===== src/spl_consts.svh =====
// Constants for the STS-1 pointer locator and its upstream source
`ifndef SPL_CONSTS_SVH
`define SPL_CONSTS_SVH

// Frame geometry, byte-serial, columns per row and rows per frame
`define SPL_COLS        7'd90
`define SPL_ROWS        4'd9
`define SPL_TOH_COLS    7'd3
`define SPL_PTR_ROW     4'd3
`define SPL_H1_COL      7'd0
`define SPL_H2_COL      7'd1
`define SPL_H3_COL      7'd2
`define SPL_A1_COL      7'd0
`define SPL_A2_COL      7'd1

// Envelope capacity offsets and pointer word layout
`define SPL_EC_LAST     10'd782
`define SPL_PTR_MAX     10'd782
`define SPL_NDF_NORMAL  4'h6
`define SPL_SS_BITS     2'h0
`define SPL_I_MASK      10'h2AA
`define SPL_I_VOTE      3'd3

// Framing bytes, fill byte and missed-frame limit
`define SPL_A1_BYTE     8'hF6
`define SPL_A2_BYTE     8'h28
`define SPL_FILL_BYTE   8'h00
`define SPL_MISS_MAX    2'd2

// Slip buffer
`define SPL_FIFO_DEPTH  16
`define SPL_FIFO_WIDTH  10
`define SPL_LOW_MARK    8

`endif


===== src/spl_pkg.sv =====
// Types shared by the pointer locator ends
package spl_pkg;

  // Frame alignment states
  typedef enum logic [1:0] {
    SPL_HUNT,
    SPL_VERIFY,
    SPL_SYNC
  } spl_align_t;

  // One slip buffer entry: J1 mark, payload mark, byte
  typedef struct packed {
    logic       j1;
    logic       pay;
    logic [7:0] data;
  } spl_entry_t;

endpackage


===== src/spl_link_if.sv =====
// Byte-serial STS-1 link between the upstream element and the locator
`timescale 1ns/1ps
interface spl_link_if (
  input wire logic clk
);
  logic [7:0] byte_data;
  logic       byte_valid;
  logic       byte_ready;

  // Upstream element drives bytes
  modport src (
    output byte_data,
    output byte_valid,
    input  byte_ready
  );

  // Locator takes bytes
  modport dst (
    input  byte_data,
    input  byte_valid,
    output byte_ready
  );
endinterface


===== src/spl_locator.sv =====
// Receive-side pointer locator with slip buffer, plus its FIFO
`timescale 1ns/1ps
`include "spl_consts.svh"

module spl_fifo #(
  parameter int WIDTH = `SPL_FIFO_WIDTH,
  parameter int DEPTH = `SPL_FIFO_DEPTH
) (
  // Clock and reset
  input  wire logic                     clk,
  input  wire logic                     sys_rst,
  // Fill side
  input  wire logic [WIDTH-1:0]         in_data,
  input  wire logic                     in_valid,
  output logic                          in_ready,
  // Drain side
  output logic [WIDTH-1:0]              out_data,
  output logic                          out_valid,
  input  wire logic                     out_ready,
  output logic [$clog2(DEPTH):0]        level
);
  localparam int AW = $clog2(DEPTH);

  logic [WIDTH-1:0] mem [DEPTH];
  logic [AW-1:0]    wr_q;
  logic [AW-1:0]    rd_q;
  logic [AW:0]      cnt_q;
  logic             push;
  logic             pop;

  // Honest full and empty straight from the count
  assign in_ready  = (cnt_q != (AW+1)'(DEPTH));
  assign out_valid = (cnt_q != '0);
  assign out_data  = mem[rd_q];
  assign level     = cnt_q;
  assign push      = in_valid & in_ready;
  assign pop       = out_valid & out_ready;

  // Storage, no reset needed on the data words
  always_ff @(posedge clk)
  begin
    if (push)
    begin
      mem[wr_q] <= in_data;
    end
  end

  // Pointers wrap at the depth, which need not be a power of two
  always_ff @(posedge clk)
  begin
    if (sys_rst)
    begin
      wr_q  <= '0;
      rd_q  <= '0;
      cnt_q <= '0;
    end
    else
    begin
      if (push)
      begin
        wr_q <= (wr_q == AW'(DEPTH-1)) ? '0 : wr_q + 1'b1;
      end
      if (pop)
      begin
        rd_q <= (rd_q == AW'(DEPTH-1)) ? '0 : rd_q + 1'b1;
      end
      cnt_q <= cnt_q + (AW+1)'(push) - (AW+1)'(pop);
    end
  end
endmodule

module spl_locator
  import spl_pkg::*;
#(
  parameter int FIFO_DEPTH = `SPL_FIFO_DEPTH,
  parameter int LOW_MARK   = `SPL_LOW_MARK
) (
  // Clock and reset
  input  wire logic       clk,
  input  wire logic       sys_rst,
  // Link from the upstream element
  spl_link_if.dst         link,
  // Local read side
  input  wire logic       rd_tick,
  output logic [7:0]      out_data,
  output logic            out_valid,
  output logic            out_j1,
  output logic            out_payload,
  output logic            out_dummy,
  // Status
  output logic            in_sync,
  output logic            ptr_bad,
  output logic            ptr_inc,
  output logic [9:0]      ptr_cur
);
  localparam int LW = $clog2(FIFO_DEPTH) + 1;

  spl_align_t  state_q;
  logic [1:0]  miss_q;
  logic [6:0]  col_q;
  logic [3:0]  row_q;
  logic [7:0]  prev_q;
  logic [7:0]  h1_q;
  logic [9:0]  ptr_q;
  logic        ptr_ok_q;
  logic        stuff_q;
  logic [9:0]  ofs_q;
  logic        bad_q;
  logic        inc_q;
  logic [7:0]  odata_q;
  logic        ovalid_q;
  logic        oj1_q;
  logic        opay_q;
  logic        odum_q;
  logic        acc;
  logic        hit;
  logic        at_a2;
  logic        is_ec;
  logic        stuff_slot;
  logic [15:0] pword;
  logic [9:0]  raw;
  logic [9:0]  idiff;
  logic [2:0]  ivotes;
  logic [9:0]  ptr_next;
  spl_entry_t  wr_ent;
  spl_entry_t  rd_ent;
  logic        fifo_rdy;
  logic        fifo_ov;
  logic        pop;
  logic [LW-1:0] fill;

  assign acc   = link.byte_valid & fifo_rdy;
  assign hit   = (prev_q == `SPL_A1_BYTE) && (link.byte_data == `SPL_A2_BYTE);
  assign at_a2 = acc && (row_q == 4'd0) && (col_q == `SPL_A2_COL);
  assign is_ec = (col_q >= `SPL_TOH_COLS);
  assign stuff_slot = stuff_q && (row_q == `SPL_PTR_ROW) && (col_q == `SPL_TOH_COLS);

  // Pointer word assembly and I-bit majority vote against the held pointer
  assign pword    = {h1_q, link.byte_data};
  assign raw      = pword[9:0];
  assign idiff    = (raw ^ ptr_q) & `SPL_I_MASK;
  assign ptr_next = (ptr_q == `SPL_EC_LAST) ? 10'h000 : ptr_q + 10'h001;
  always_comb
  begin
    ivotes = 3'd0;
    for (int i = 0; i < 10; i++)
    begin
      ivotes = ivotes + {2'b00, idiff[i]};
    end
  end

  // Row and column position; a fresh A1/A2 hit re-seats it while hunting
  always_ff @(posedge clk)
  begin
    if (sys_rst)
    begin
      col_q  <= 7'd0;
      row_q  <= 4'd0;
      prev_q <= 8'h00;
    end
    else if (acc)
    begin
      prev_q <= link.byte_data;
      if (state_q == SPL_HUNT && hit)
      begin
        col_q <= `SPL_H3_COL;
        row_q <= 4'd0;
      end
      else if (col_q == `SPL_COLS - 7'd1)
      begin
        col_q <= 7'd0;
        row_q <= (row_q == `SPL_ROWS - 4'd1) ? 4'd0 : row_q + 4'd1;
      end
      else
      begin
        col_q <= col_q + 7'd1;
      end
    end
  end

  // Alignment: one confirming frame to lock, two missed frames to drop
  always_ff @(posedge clk)
  begin
    if (sys_rst)
    begin
      state_q <= SPL_HUNT;
      miss_q  <= 2'd0;
    end
    else
    begin
      case (state_q)
        SPL_HUNT:
        begin
          miss_q <= 2'd0;
          if (acc && hit)
          begin
            state_q <= SPL_VERIFY;
          end
        end
        SPL_VERIFY:
        begin
          if (at_a2)
          begin
            state_q <= hit ? SPL_SYNC : SPL_HUNT;
          end
        end
        SPL_SYNC:
        begin
          if (at_a2 && hit)
          begin
            miss_q <= 2'd0;
          end
          else if (at_a2 && miss_q == `SPL_MISS_MAX - 2'd1)
          begin
            state_q <= SPL_HUNT;
            miss_q  <= 2'd0;
          end
          else if (at_a2)
          begin
            miss_q <= miss_q + 2'd1;
          end
        end
        default:
        begin
          state_q <= SPL_HUNT;
        end
      endcase
    end
  end

  // Pointer interpretation, only while aligned
  always_ff @(posedge clk)
  begin
    if (sys_rst)
    begin
      h1_q     <= 8'h00;
      ptr_q    <= 10'h000;
      ptr_ok_q <= 1'b0;
      stuff_q  <= 1'b0;
      bad_q    <= 1'b0;
      inc_q    <= 1'b0;
    end
    else
    begin
      bad_q <= 1'b0;
      inc_q <= 1'b0;
      if (state_q != SPL_SYNC)
      begin
        ptr_ok_q <= 1'b0;
        stuff_q  <= 1'b0;
      end
      else if (acc && row_q == `SPL_PTR_ROW && col_q == `SPL_H1_COL)
      begin
        h1_q <= link.byte_data;
      end
      else if (acc && row_q == `SPL_PTR_ROW && col_q == `SPL_H2_COL)
      begin
        if (ptr_ok_q && ivotes >= `SPL_I_VOTE)
        begin
          ptr_q   <= ptr_next;
          stuff_q <= 1'b1;
          inc_q   <= 1'b1;
        end
        else if (raw > `SPL_PTR_MAX)
        begin
          bad_q <= 1'b1;
        end
        else
        begin
          ptr_q    <= raw;
          ptr_ok_q <= 1'b1;
        end
      end
      else if (acc && stuff_slot)
      begin
        stuff_q <= 1'b0;
      end
    end
  end

  // Envelope offset: zero right after H3, 87 per row, wraps at 783
  always_ff @(posedge clk)
  begin
    if (sys_rst)
    begin
      ofs_q <= 10'h000;
    end
    else if (acc && row_q == `SPL_PTR_ROW && col_q == `SPL_H3_COL)
    begin
      ofs_q <= 10'h000;
    end
    else if (acc && is_ec)
    begin
      ofs_q <= (ofs_q == `SPL_EC_LAST) ? 10'h000 : ofs_q + 10'h001;
    end
  end

  // Each byte enters the slip buffer tagged with its J1 and payload marks
  always_comb
  begin
    wr_ent.data = link.byte_data;
    wr_ent.pay  = is_ec && ptr_ok_q && (state_q == SPL_SYNC) && !stuff_slot;
    wr_ent.j1   = wr_ent.pay && (ofs_q == ptr_q);
  end

  spl_fifo #(
    .WIDTH (`SPL_FIFO_WIDTH),
    .DEPTH (FIFO_DEPTH)
  ) u_slip (
    .clk       (clk),
    .sys_rst   (sys_rst),
    .in_data   (wr_ent),
    .in_valid  (link.byte_valid),
    .in_ready  (fifo_rdy),
    .out_data  (rd_ent),
    .out_valid (fifo_ov),
    .out_ready (pop),
    .level     (fill)
  );

  // Read only while at or above the mark, so equal rates hold the fill still
  assign pop = rd_tick && fifo_ov && (fill >= LW'(LOW_MARK));

  // Local output; a tick that finds the buffer low yields a dummy instead
  always_ff @(posedge clk)
  begin
    if (sys_rst)
    begin
      odata_q  <= 8'h00;
      ovalid_q <= 1'b0;
      oj1_q    <= 1'b0;
      opay_q   <= 1'b0;
      odum_q   <= 1'b0;
    end
    else
    begin
      ovalid_q <= rd_tick;
      odata_q  <= pop ? rd_ent.data : `SPL_FILL_BYTE;
      oj1_q    <= pop & rd_ent.j1;
      opay_q   <= pop & rd_ent.pay;
      odum_q   <= rd_tick & ~pop;
    end
  end

  assign link.byte_ready = fifo_rdy;
  assign out_data    = odata_q;
  assign out_valid   = ovalid_q;
  assign out_j1      = oj1_q;
  assign out_payload = opay_q;
  assign out_dummy   = odum_q;
  assign in_sync     = (state_q == SPL_SYNC);
  assign ptr_bad     = bad_q;
  assign ptr_inc     = inc_q;
  assign ptr_cur     = ptr_q;
endmodule


===== src/flat_wrapper.sv =====
// flat-port wrapper written by rule: the top's interface ports become plain ports
module spl_locator_flat import spl_pkg::*;
#(
  parameter int FIFO_DEPTH = `SPL_FIFO_DEPTH,
  parameter int LOW_MARK   = `SPL_LOW_MARK
)
  (clk, sys_rst, rd_tick, out_data, out_valid, out_j1, out_payload, out_dummy, in_sync, ptr_bad, ptr_inc, ptr_cur, link_byte_data, link_byte_valid, link_byte_ready);
  spl_link_if link_i (.clk(clk));
  input  wire logic clk;
  input  wire logic sys_rst;
  input  wire logic rd_tick;
  output logic [7:0] out_data;
  output logic out_valid;
  output logic out_j1;
  output logic out_payload;
  output logic out_dummy;
  output logic in_sync;
  output logic ptr_bad;
  output logic ptr_inc;
  output logic [9:0] ptr_cur;
  input wire logic [$bits(link_i.byte_data)-1:0] link_byte_data;
  input wire logic [$bits(link_i.byte_valid)-1:0] link_byte_valid;
  output wire logic [$bits(link_i.byte_ready)-1:0] link_byte_ready;
  assign link_i.byte_data = link_byte_data;
  assign link_i.byte_valid = link_byte_valid;
  assign link_byte_ready = link_i.byte_ready;
  spl_locator #(.FIFO_DEPTH(FIFO_DEPTH), .LOW_MARK(LOW_MARK)) u_core (.clk(clk), .sys_rst(sys_rst), .link(link_i), .rd_tick(rd_tick), .out_data(out_data), .out_valid(out_valid), .out_j1(out_j1), .out_payload(out_payload), .out_dummy(out_dummy), .in_sync(in_sync), .ptr_bad(ptr_bad), .ptr_inc(ptr_inc), .ptr_cur(ptr_cur));
endmodule

===== config.mk =====
export PLATFORM = sky130hd
export DESIGN_NAME = spl_locator_flat
export DESIGN_NICKNAME = d
export VERILOG_FILES = /design/src/spl_pkg.sv /design/src/spl_link_if.sv /design/src/spl_locator.sv /design/src/flat_wrapper.sv
export VERILOG_INCLUDE_DIRS = /design/src /design/src/src
export SDC_FILE = /design/constraint.sdc
export NUM_CORES = 1
export LEC_CHECK = 0
export BUFFER_PORTS_ARGS = -buffer_cell sky130_fd_sc_hd__buf_2
export CAP_MARGIN = 20
export CORE_MARGIN = 5
export CORE_UTILIZATION = 45
export CTS_BUF_LIST = sky130_fd_sc_hd__clkbuf_8
export DETAILED_ROUTE_END_ITERATION = 16
export PLACE_DENSITY = 0.6
export SETUP_SLACK_MARGIN = 0.2
export SYNTH_ARGS = -nofsm -noshare
export SYNTH_HDL_FRONTEND = slang
export SYNTH_SLANG_ARGS = --single-unit

===== constraint.sdc =====
create_clock -name clk -period 2.95 [get_ports clk]
set_clock_uncertainty 0.05 [all_clocks]
set_input_delay 0 -clock clk [delete_from_list [all_inputs] [get_ports clk]]
set_output_delay 0 -clock clk [all_outputs]
set_load 0.005 [all_outputs]

== Word-level counts from Yosys, hierarchy flattened ==
Memory sizes are Yosys's and may differ from the RTL's. A register that Yosys moved wholly into a read port is not among the register bits.
Cells that the tools add are included.

* Bits in latches: 0
* Memories kept: 1
* Register bits: 74
* Input port bits: 12
* Bits in read-only memories: 0
* Output and inout bits: 26
* Logic and storage cells: 147
* RAM bits: 160

* Bitwise logic cells: 12
* $lt $le $gt $ge: 4
* $add $sub $neg: 13
* Multipliers: 0
* Eq/ne operators: 25
* Div/mod/pow operators: 0
* Multiplexer cells: 30
* Shift operators: 0
* Reduce and logical (&&, ||, !) cells: 42

{| class="wikitable"
|+ Memory list
! name !! depth !! bits a word !! read ports !! clocked after memory_dff !! wr ports !! RTL line !! source
|-
| u_core.u_slip.mem || 16 || 10 || 1 || 1 || 1 || spl_locator.sv:24 || <nowiki>logic [WIDTH-1:0] mem [DEPTH];</nowiki>
|}

{| class="wikitable"
|+ Operators by type and width
! operator !! number
|-
| $mux W10 || 4
|-
| $mux W4 || 7
|-
| $logic_and A1 B1 Y1 || 22
|-
| $add A10 B1 Y10 const B || 2
|-
| $eq A10 B10 Y1 const B || 2
|-
| $mux W2 || 8
|-
| $eq A7 B2 Y1 const B || 2
|-
| $mux W7 || 2
|-
| $add A4 B1 Y4 const B || 3
|-
| $eq A4 B4 Y1 const B || 3
|-
| $reduce_and A4 Y1 || 3
|-
| $eq A10 B10 Y1 || 1
|-
| $gt A10 B10 Y1 const B || 1
|-
| $xor A10 B10 Y10 || 1
|-
| $add A3 B1 Y3 || 3
|-
| $eq A8 B6 Y1 const B || 1
|-
| $eq A8 B8 Y1 const B || 1
|-
| $ne A2 B2 Y1 const B || 4
|-
| $add A7 B1 Y7 const B || 1
|-
| $eq A7 B1 Y1 const B || 1
|-
| $eq A7 B7 Y1 const B || 1
|-
| $ge A7 B2 Y1 const B || 1
|-
| $logic_not A7 Y1 || 1
|-
| $mux W1 || 7
|-
| 26 further kinds || 44
|}

== Depth between registers and ports, before layout ==
* Word-level depth: 9
* Depth in mapped cells: 15
* Mapped depth without buffers: 14

== Hierarchy ==
From an unflattened synthesis, not the netlist that was laid out.

* Cells, all modules: 737
* Area, all modules: 10,249.8 µm²

{| class="wikitable"
|+ By module, submodules not included
! module !! sequential area each (µm²) !! area an instance (µm²) !! cells each !! times used
|-
| spl_fifo || 5,144.9 || 6,988.0 || 353 || 1
|-
| spl_locator || 1,221.2 || 3,261.9 || 384 || 1
|}

== Worst setup path before layout ==
No wires, ideal clock.

* Kind: reg2reg
* Start point: reg u_core.ptr_q[1] (netlist: u_core.ptr_cur[1])
* End point: reg u_core.ptr_q[8] (netlist: u_core.ptr_cur[8])
* Data required time: 2,768 ps
* Stages on the path, launching flop included: 12
* Data arrival time: 3,097 ps
* Clock period less this slack: 3,279 ps
* Path slack: -329 ps
* Library setup time: 132 ps
* Buffers on the path: 1
* Cells stage by stage: dfxtp_1 xor2_1 ha_1 fa_1 ha_1 fa_1 a21oi_1 nand2b_1 clkbuf_1 a211oi_1 a221oi_1 nor3_1

* Longest elaborated chain between the ends: 9
* Elaborated cells between the ends (all ways): 13
* Those cells by class: 5 x add/sub; 1 x order compare; 2 x eq/ne; 2 x mux; 1 x bitwise; 2 x reduce/logical

{| class="wikitable"
|+ RTL lines
! what !! RTL line !! source
|-
| start, declared || spl_locator.sv:104 || <nowiki>logic [9:0] ptr_q;</nowiki>
|-
| start signal, assigned || spl_locator.sv:260 || <nowiki>ptr_q <= ptr_next;</nowiki>
|-
| start signal, assigned || spl_locator.sv:270 || <nowiki>ptr_q <= raw;</nowiki>
|-
| $xor A10 B10 Y10 || spl_locator.sv:141 || <nowiki>assign idiff = (raw ^ ptr_q) & `SPL_I_MASK;</nowiki>
|-
| $add A1 B1 Y2 || spl_locator.sv:148 || <nowiki>ivotes = ivotes + {2'b00, idiff[i]};</nowiki>
|-
| $add A3 B1 Y3 (3 in series) || spl_locator.sv:148 ||
|-
| $ge A3 B2 Y1 (no source line) || n/a ||
|-
| $logic_and A1 B1 Y1 (no source line) || n/a ||
|-
| $ne A2 B1 Y1 (no source line) || n/a ||
|-
| $reduce_and A4 Y1 (no source line) || n/a ||
|}

Several ways; a longest one is shown, not always the timed one.
A chain may end at the register's enable or synchronous reset.

== Worst setup path in the final report ==
Ends and elaborated chain as after synthesis.

==> flow_summary_export.csv <==
group,metric,value,unit
outcome,status,"complete, but fails checks",
outcome,violations,"negative setup slack",
clock_tree,h-tree-depth,2,
floorplan,io_pins,38,
job,max_cap_violations,0,
power,powerDensity,661,mW/mm^2
placement,place_congestion,0.805,
clock_tree,cts_buffer_depth,3,
cells_and_area,fin_nets,900,
min_path,hold_depth,4,
yosys,synth_area,0.0102,sq mm
yosys,syn_avg_cell_area,13.7,sq um
cells_and_area,utilization,0.542,
route,vias,6485,
yosys,synth_top_cells_by_count,"edfxtp_1 (160), dfxtp_1 (78), nand2_1 (55), nor2_1 (55), mux4_2 (42)",
min_path,holdPathEnd,"u_core.out_valid$_SDFF_PP0_",
yosys,synth-compound-area-share,0.0635,
timing,fin_crit_sh,1.05,
cells_and_area,drive_above_1_share,0.257,
setup_path,cp_max_fo,22,
global_routing,grt_overflow,0,
route,drc_errors,0,
timing,hold_viol_final,0,
yosys,synth-async-reset-ratio,0,
route,drt_pass1_iterations,5,
setup_path,crit_arrival,3450,ps
placement,pre_cts_ws,-255,ps
yosys,synth.most_common_cell,"edfxtp_1",
yosys,synth.top_cell.area_share,0.470,
cells_and_area,syn_to_final_growth,19.2,%
floorplan,die_w,161,microns
yosys,synth_xor_area_frac,0.0317,
yosys,ys_types,63,
floorplan,dieArea,0.0258,sq mm
power,peakVddDrop,0.000397,V
setup_path,r2r-start,"u_core.ptr_cur[1]$_SDFFE_PP0P_",
power,p_leak,4.32,nW
global_routing,grt_max_degree,36,
setup_path,r2r-end,"u_core.ptr_cur[8]$_SDFFE_PP0P_",
global_routing,grtUsageTotal,0.186,
timing,timing.final.ws_setup,-158,ps
power,total_power,8.06,mW
yosys,ys_seq_area_frac,0.623,
power,p_clk_frac,0.348,
yosys,synthTopCellsByArea,"edfxtp_1 (47%), dfxtp_1 (15%), mux4_2 (9.2%)",
route,detail_route.vias_per_cell,5.50,
route,wirelength,23700,microns
clock_tree,cts_inserted_buffers,41,
yosys,netlist_instances,746,
timing,drv_slew,0,
power,p_seq_frac,0.478,
cells_and_area,fillers,1901,
global_routing,grt_pass1_wl,37900,microns
setup_path,slowest_delay,500,ps
power,internal-power,5.90,mW
setup_path,worstPathCellList,"xor2_2 -> ha_1 -> fa_1 -> ha_2 -> fa_1 -> a21oi_2 -> nand2b_4 -> buf_12 -> a211oi_1 -> a221oi_1 -> nor3_1",
min_path,min_path_type,"in -> reg",
timing,rsz0062_at_grt,"true",
cells_and_area,final_cells,1180,
yosys,synthAdderAreaFrac,0.0352,
route,wire_per_inst,20.1,microns
yosys,ys.flop_type,"edfxtp_1",
floorplan,core-area,0.0225,sq mm
timing,fin_hold_ws,258,ps
clock_tree,clock_sinks,238,
yosys,yosysWarningCount,0,
yosys,syn-num-nets,785,
yosys,synth_top_family_by_area,"simple AND/OR/NAND/NOR gates",
setup_path,required,3290,ps
setup_path,cp-end-kind,"flop",
setup_path,critical_path_class,"reg -> reg",
setup_path,crit_path_start_kind,"flop",
setup_path,r2r_slack,-160,ps
timing,final.min_clock_period,3110,ps
timing,setup_viol_count_final,10,
power,sw_frac_of_total,0.268,
setup_path,reg2reg_depth,11,
clock_tree,clock_latency,550,ps
placement,placed_cells_incl_taps,1079,
timing,max_freq,322,MHz
yosys,synthSimpleGateAreaFrac,0.117,
clock_tree,clk_pin_slew,60,ps
floorplan,fp-row-count,55,
clock_tree,cts-root-buf,"clkbuf_8",
yosys,muxShareOfSynthArea,0.106,
power,power_frac_comb,0.175,
cells_and_area,final_cell_area,0.0122,sq mm
timing,slew-limit-headroom,0.491,
route,drtIter0Drc,494,
setup_path,cpMaxStageDelayCell,"fa_1",
placement,hpwl,15200,microns
placement,numPortBuffers,37,
setup_path,cp_common_cell,"fa_1",
clock_tree,cts_tree,"done",
global_routing,antenna_found_initial,0,
timing,tightest_slew,763,ps
placement,dpl-instance-area,0.0111,sq mm
power,p_switching,2.16,mW
route,drtAntennaViolNets,0,
floorplan,die_h,161,microns
global_routing,grt_pass1_vias,6846,
min_path,min_from,"rd_tick",
floorplan,start_util,0.454,
yosys,synth_edf_count,160,
timing,tns,-1080,ps
yosys,synth_top_area_cell,"edfxtp_1",
yosys,ys_ff_latch,238,
state kept, by name, summed over array words and instances (netlist names), 2 cells and up, named ones only:
signal / count
u_core.col_q: 7
u_core.h1_q: 2
u_core.miss_q: 2
u_core.ofs_q: 10
u_core.out_data: 8
u_core.prev_q: 8
u_core.ptr_cur: 10
u_core.row_q: 4
u_core.state_q: 2
u_core.u_slip.level: 5
u_core.u_slip.mem: 160
u_core.u_slip.rd_q: 4
u_core.u_slip.wr_q: 4
cells in the final DEF (no fill, tap or decap), types with 8 or more instances in the layout:
master           n
edfxtp_1       160
dfxtp_1         73
nand2_1         55
nor2_1          53
clkbuf_8        48
mux4_2          42
buf_4           41
buf_2           37
inv_1           36
a21oi_1         27
nor3_1          24
xor2_1          22
a211oi_1        21
ha_1            21
dlygate4sd3_1   21
mux2i_1         14
xnor2_1         13
nand3_1         13
nor2b_1         12
nand4_1         10
o21ai_0          8
cells by family (layout without fill, tap and decap cells):
| kind of cell | count (synthesis) | in the layout |
|---|---|---|
| compound gates | 98 | 98 |
| flops | 238 | 238 |
| simple gates | 231 | 231 |
| buf+inv | 59 | 207 |
| xor+xnor | 37 | 37 |
| fa+ha+maj | 27 | 27 |
| other cells | 0 | 1 |
| mux | 56 | 56 |
what timing repair did:
| action | CTS | global route |
|---|---|---|
| resized for setup | 12 | 28 |
| setup endpoints to repair | 13 | 17 |
| pin swaps | 8 | 8 |
| setup buffers | 1 | 2 |
| hold buffers | 21 | 0 |
| hold endpoints to repair | 153 | 0 |
power groups by stage:
stage | Sequential, mW | Combinational [mW] | Clock (mW)
2_1_floorplan | 3.86 | 0.998 | 0
3_3_place_gp | 3.91 | 1.35 | 0
3_5_place_dp | 3.92 | 1.37 | 0
4_1_cts | 3.85 | 1.40 | 2.88
5_1_grt | 3.88 | 1.56 | 3.07
6_report | 3.85 | 1.41 | 2.81
per-layer routing:
metal	global-route usage	vias to the layer above	routed length (microns)
met5	0	-	0
met4	0.0554	0	423
met3	0.0364	39	983
met2	0.325	138	12300
met1	0.234	3255	10000
li1	-	3053	-
critical path: cells and delay by family (launching register included):
family	cells	cell delay, ps
fa+ha+maj	4	1410
compound gates	3	580
flops	1	350
simple gates	2	280
buf+inv	1	160
xor+xnor	1	140
worst max-delay path by stage:
stage | start | endpoint | slack [ps] | cells past startpoint
floorplan | u_core.ptr_cur[3]$_SDFFE_PP0P_ | u_core.ptr_cur[2]$_SDFFE_PP0P_ | -30 | 10
global placement | u_core.ptr_cur[3]$_SDFFE_PP0P_ | u_core.ptr_cur[4]$_SDFFE_PP0P_ | -120 | 11
detailed placement | u_core.ptr_cur[3]$_SDFFE_PP0P_ | u_core.ptr_cur[9]$_SDFFE_PP0P_ | -250 | 11
CTS | u_core.ptr_cur[1]$_SDFFE_PP0P_ | u_core.ptr_cur[9]$_SDFFE_PP0P_ | -130 | 11
global route | u_core.ptr_cur[1]$_SDFFE_PP0P_ | u_core.ptr_cur[9]$_SDFFE_PP0P_ | -280 | 11
finish | u_core.ptr_cur[1]$_SDFFE_PP0P_ | u_core.ptr_cur[8]$_SDFFE_PP0P_ | -160 | 11
final cells by class:
cell class,count,area [sq um],area share
sequential,238,6380,0.523
multi-input combinational,449,3760,0.308
timing repair buffer,108,831,0.0681
clock buffer,48,661,0.0542
tap,285,357,0.0292
clock inverter,28,121,0.00995
inverter,23,86.3,0.00708
antenna,1,2.50,0.000205
Note: power is estimated with default switching activity, not from simulation.
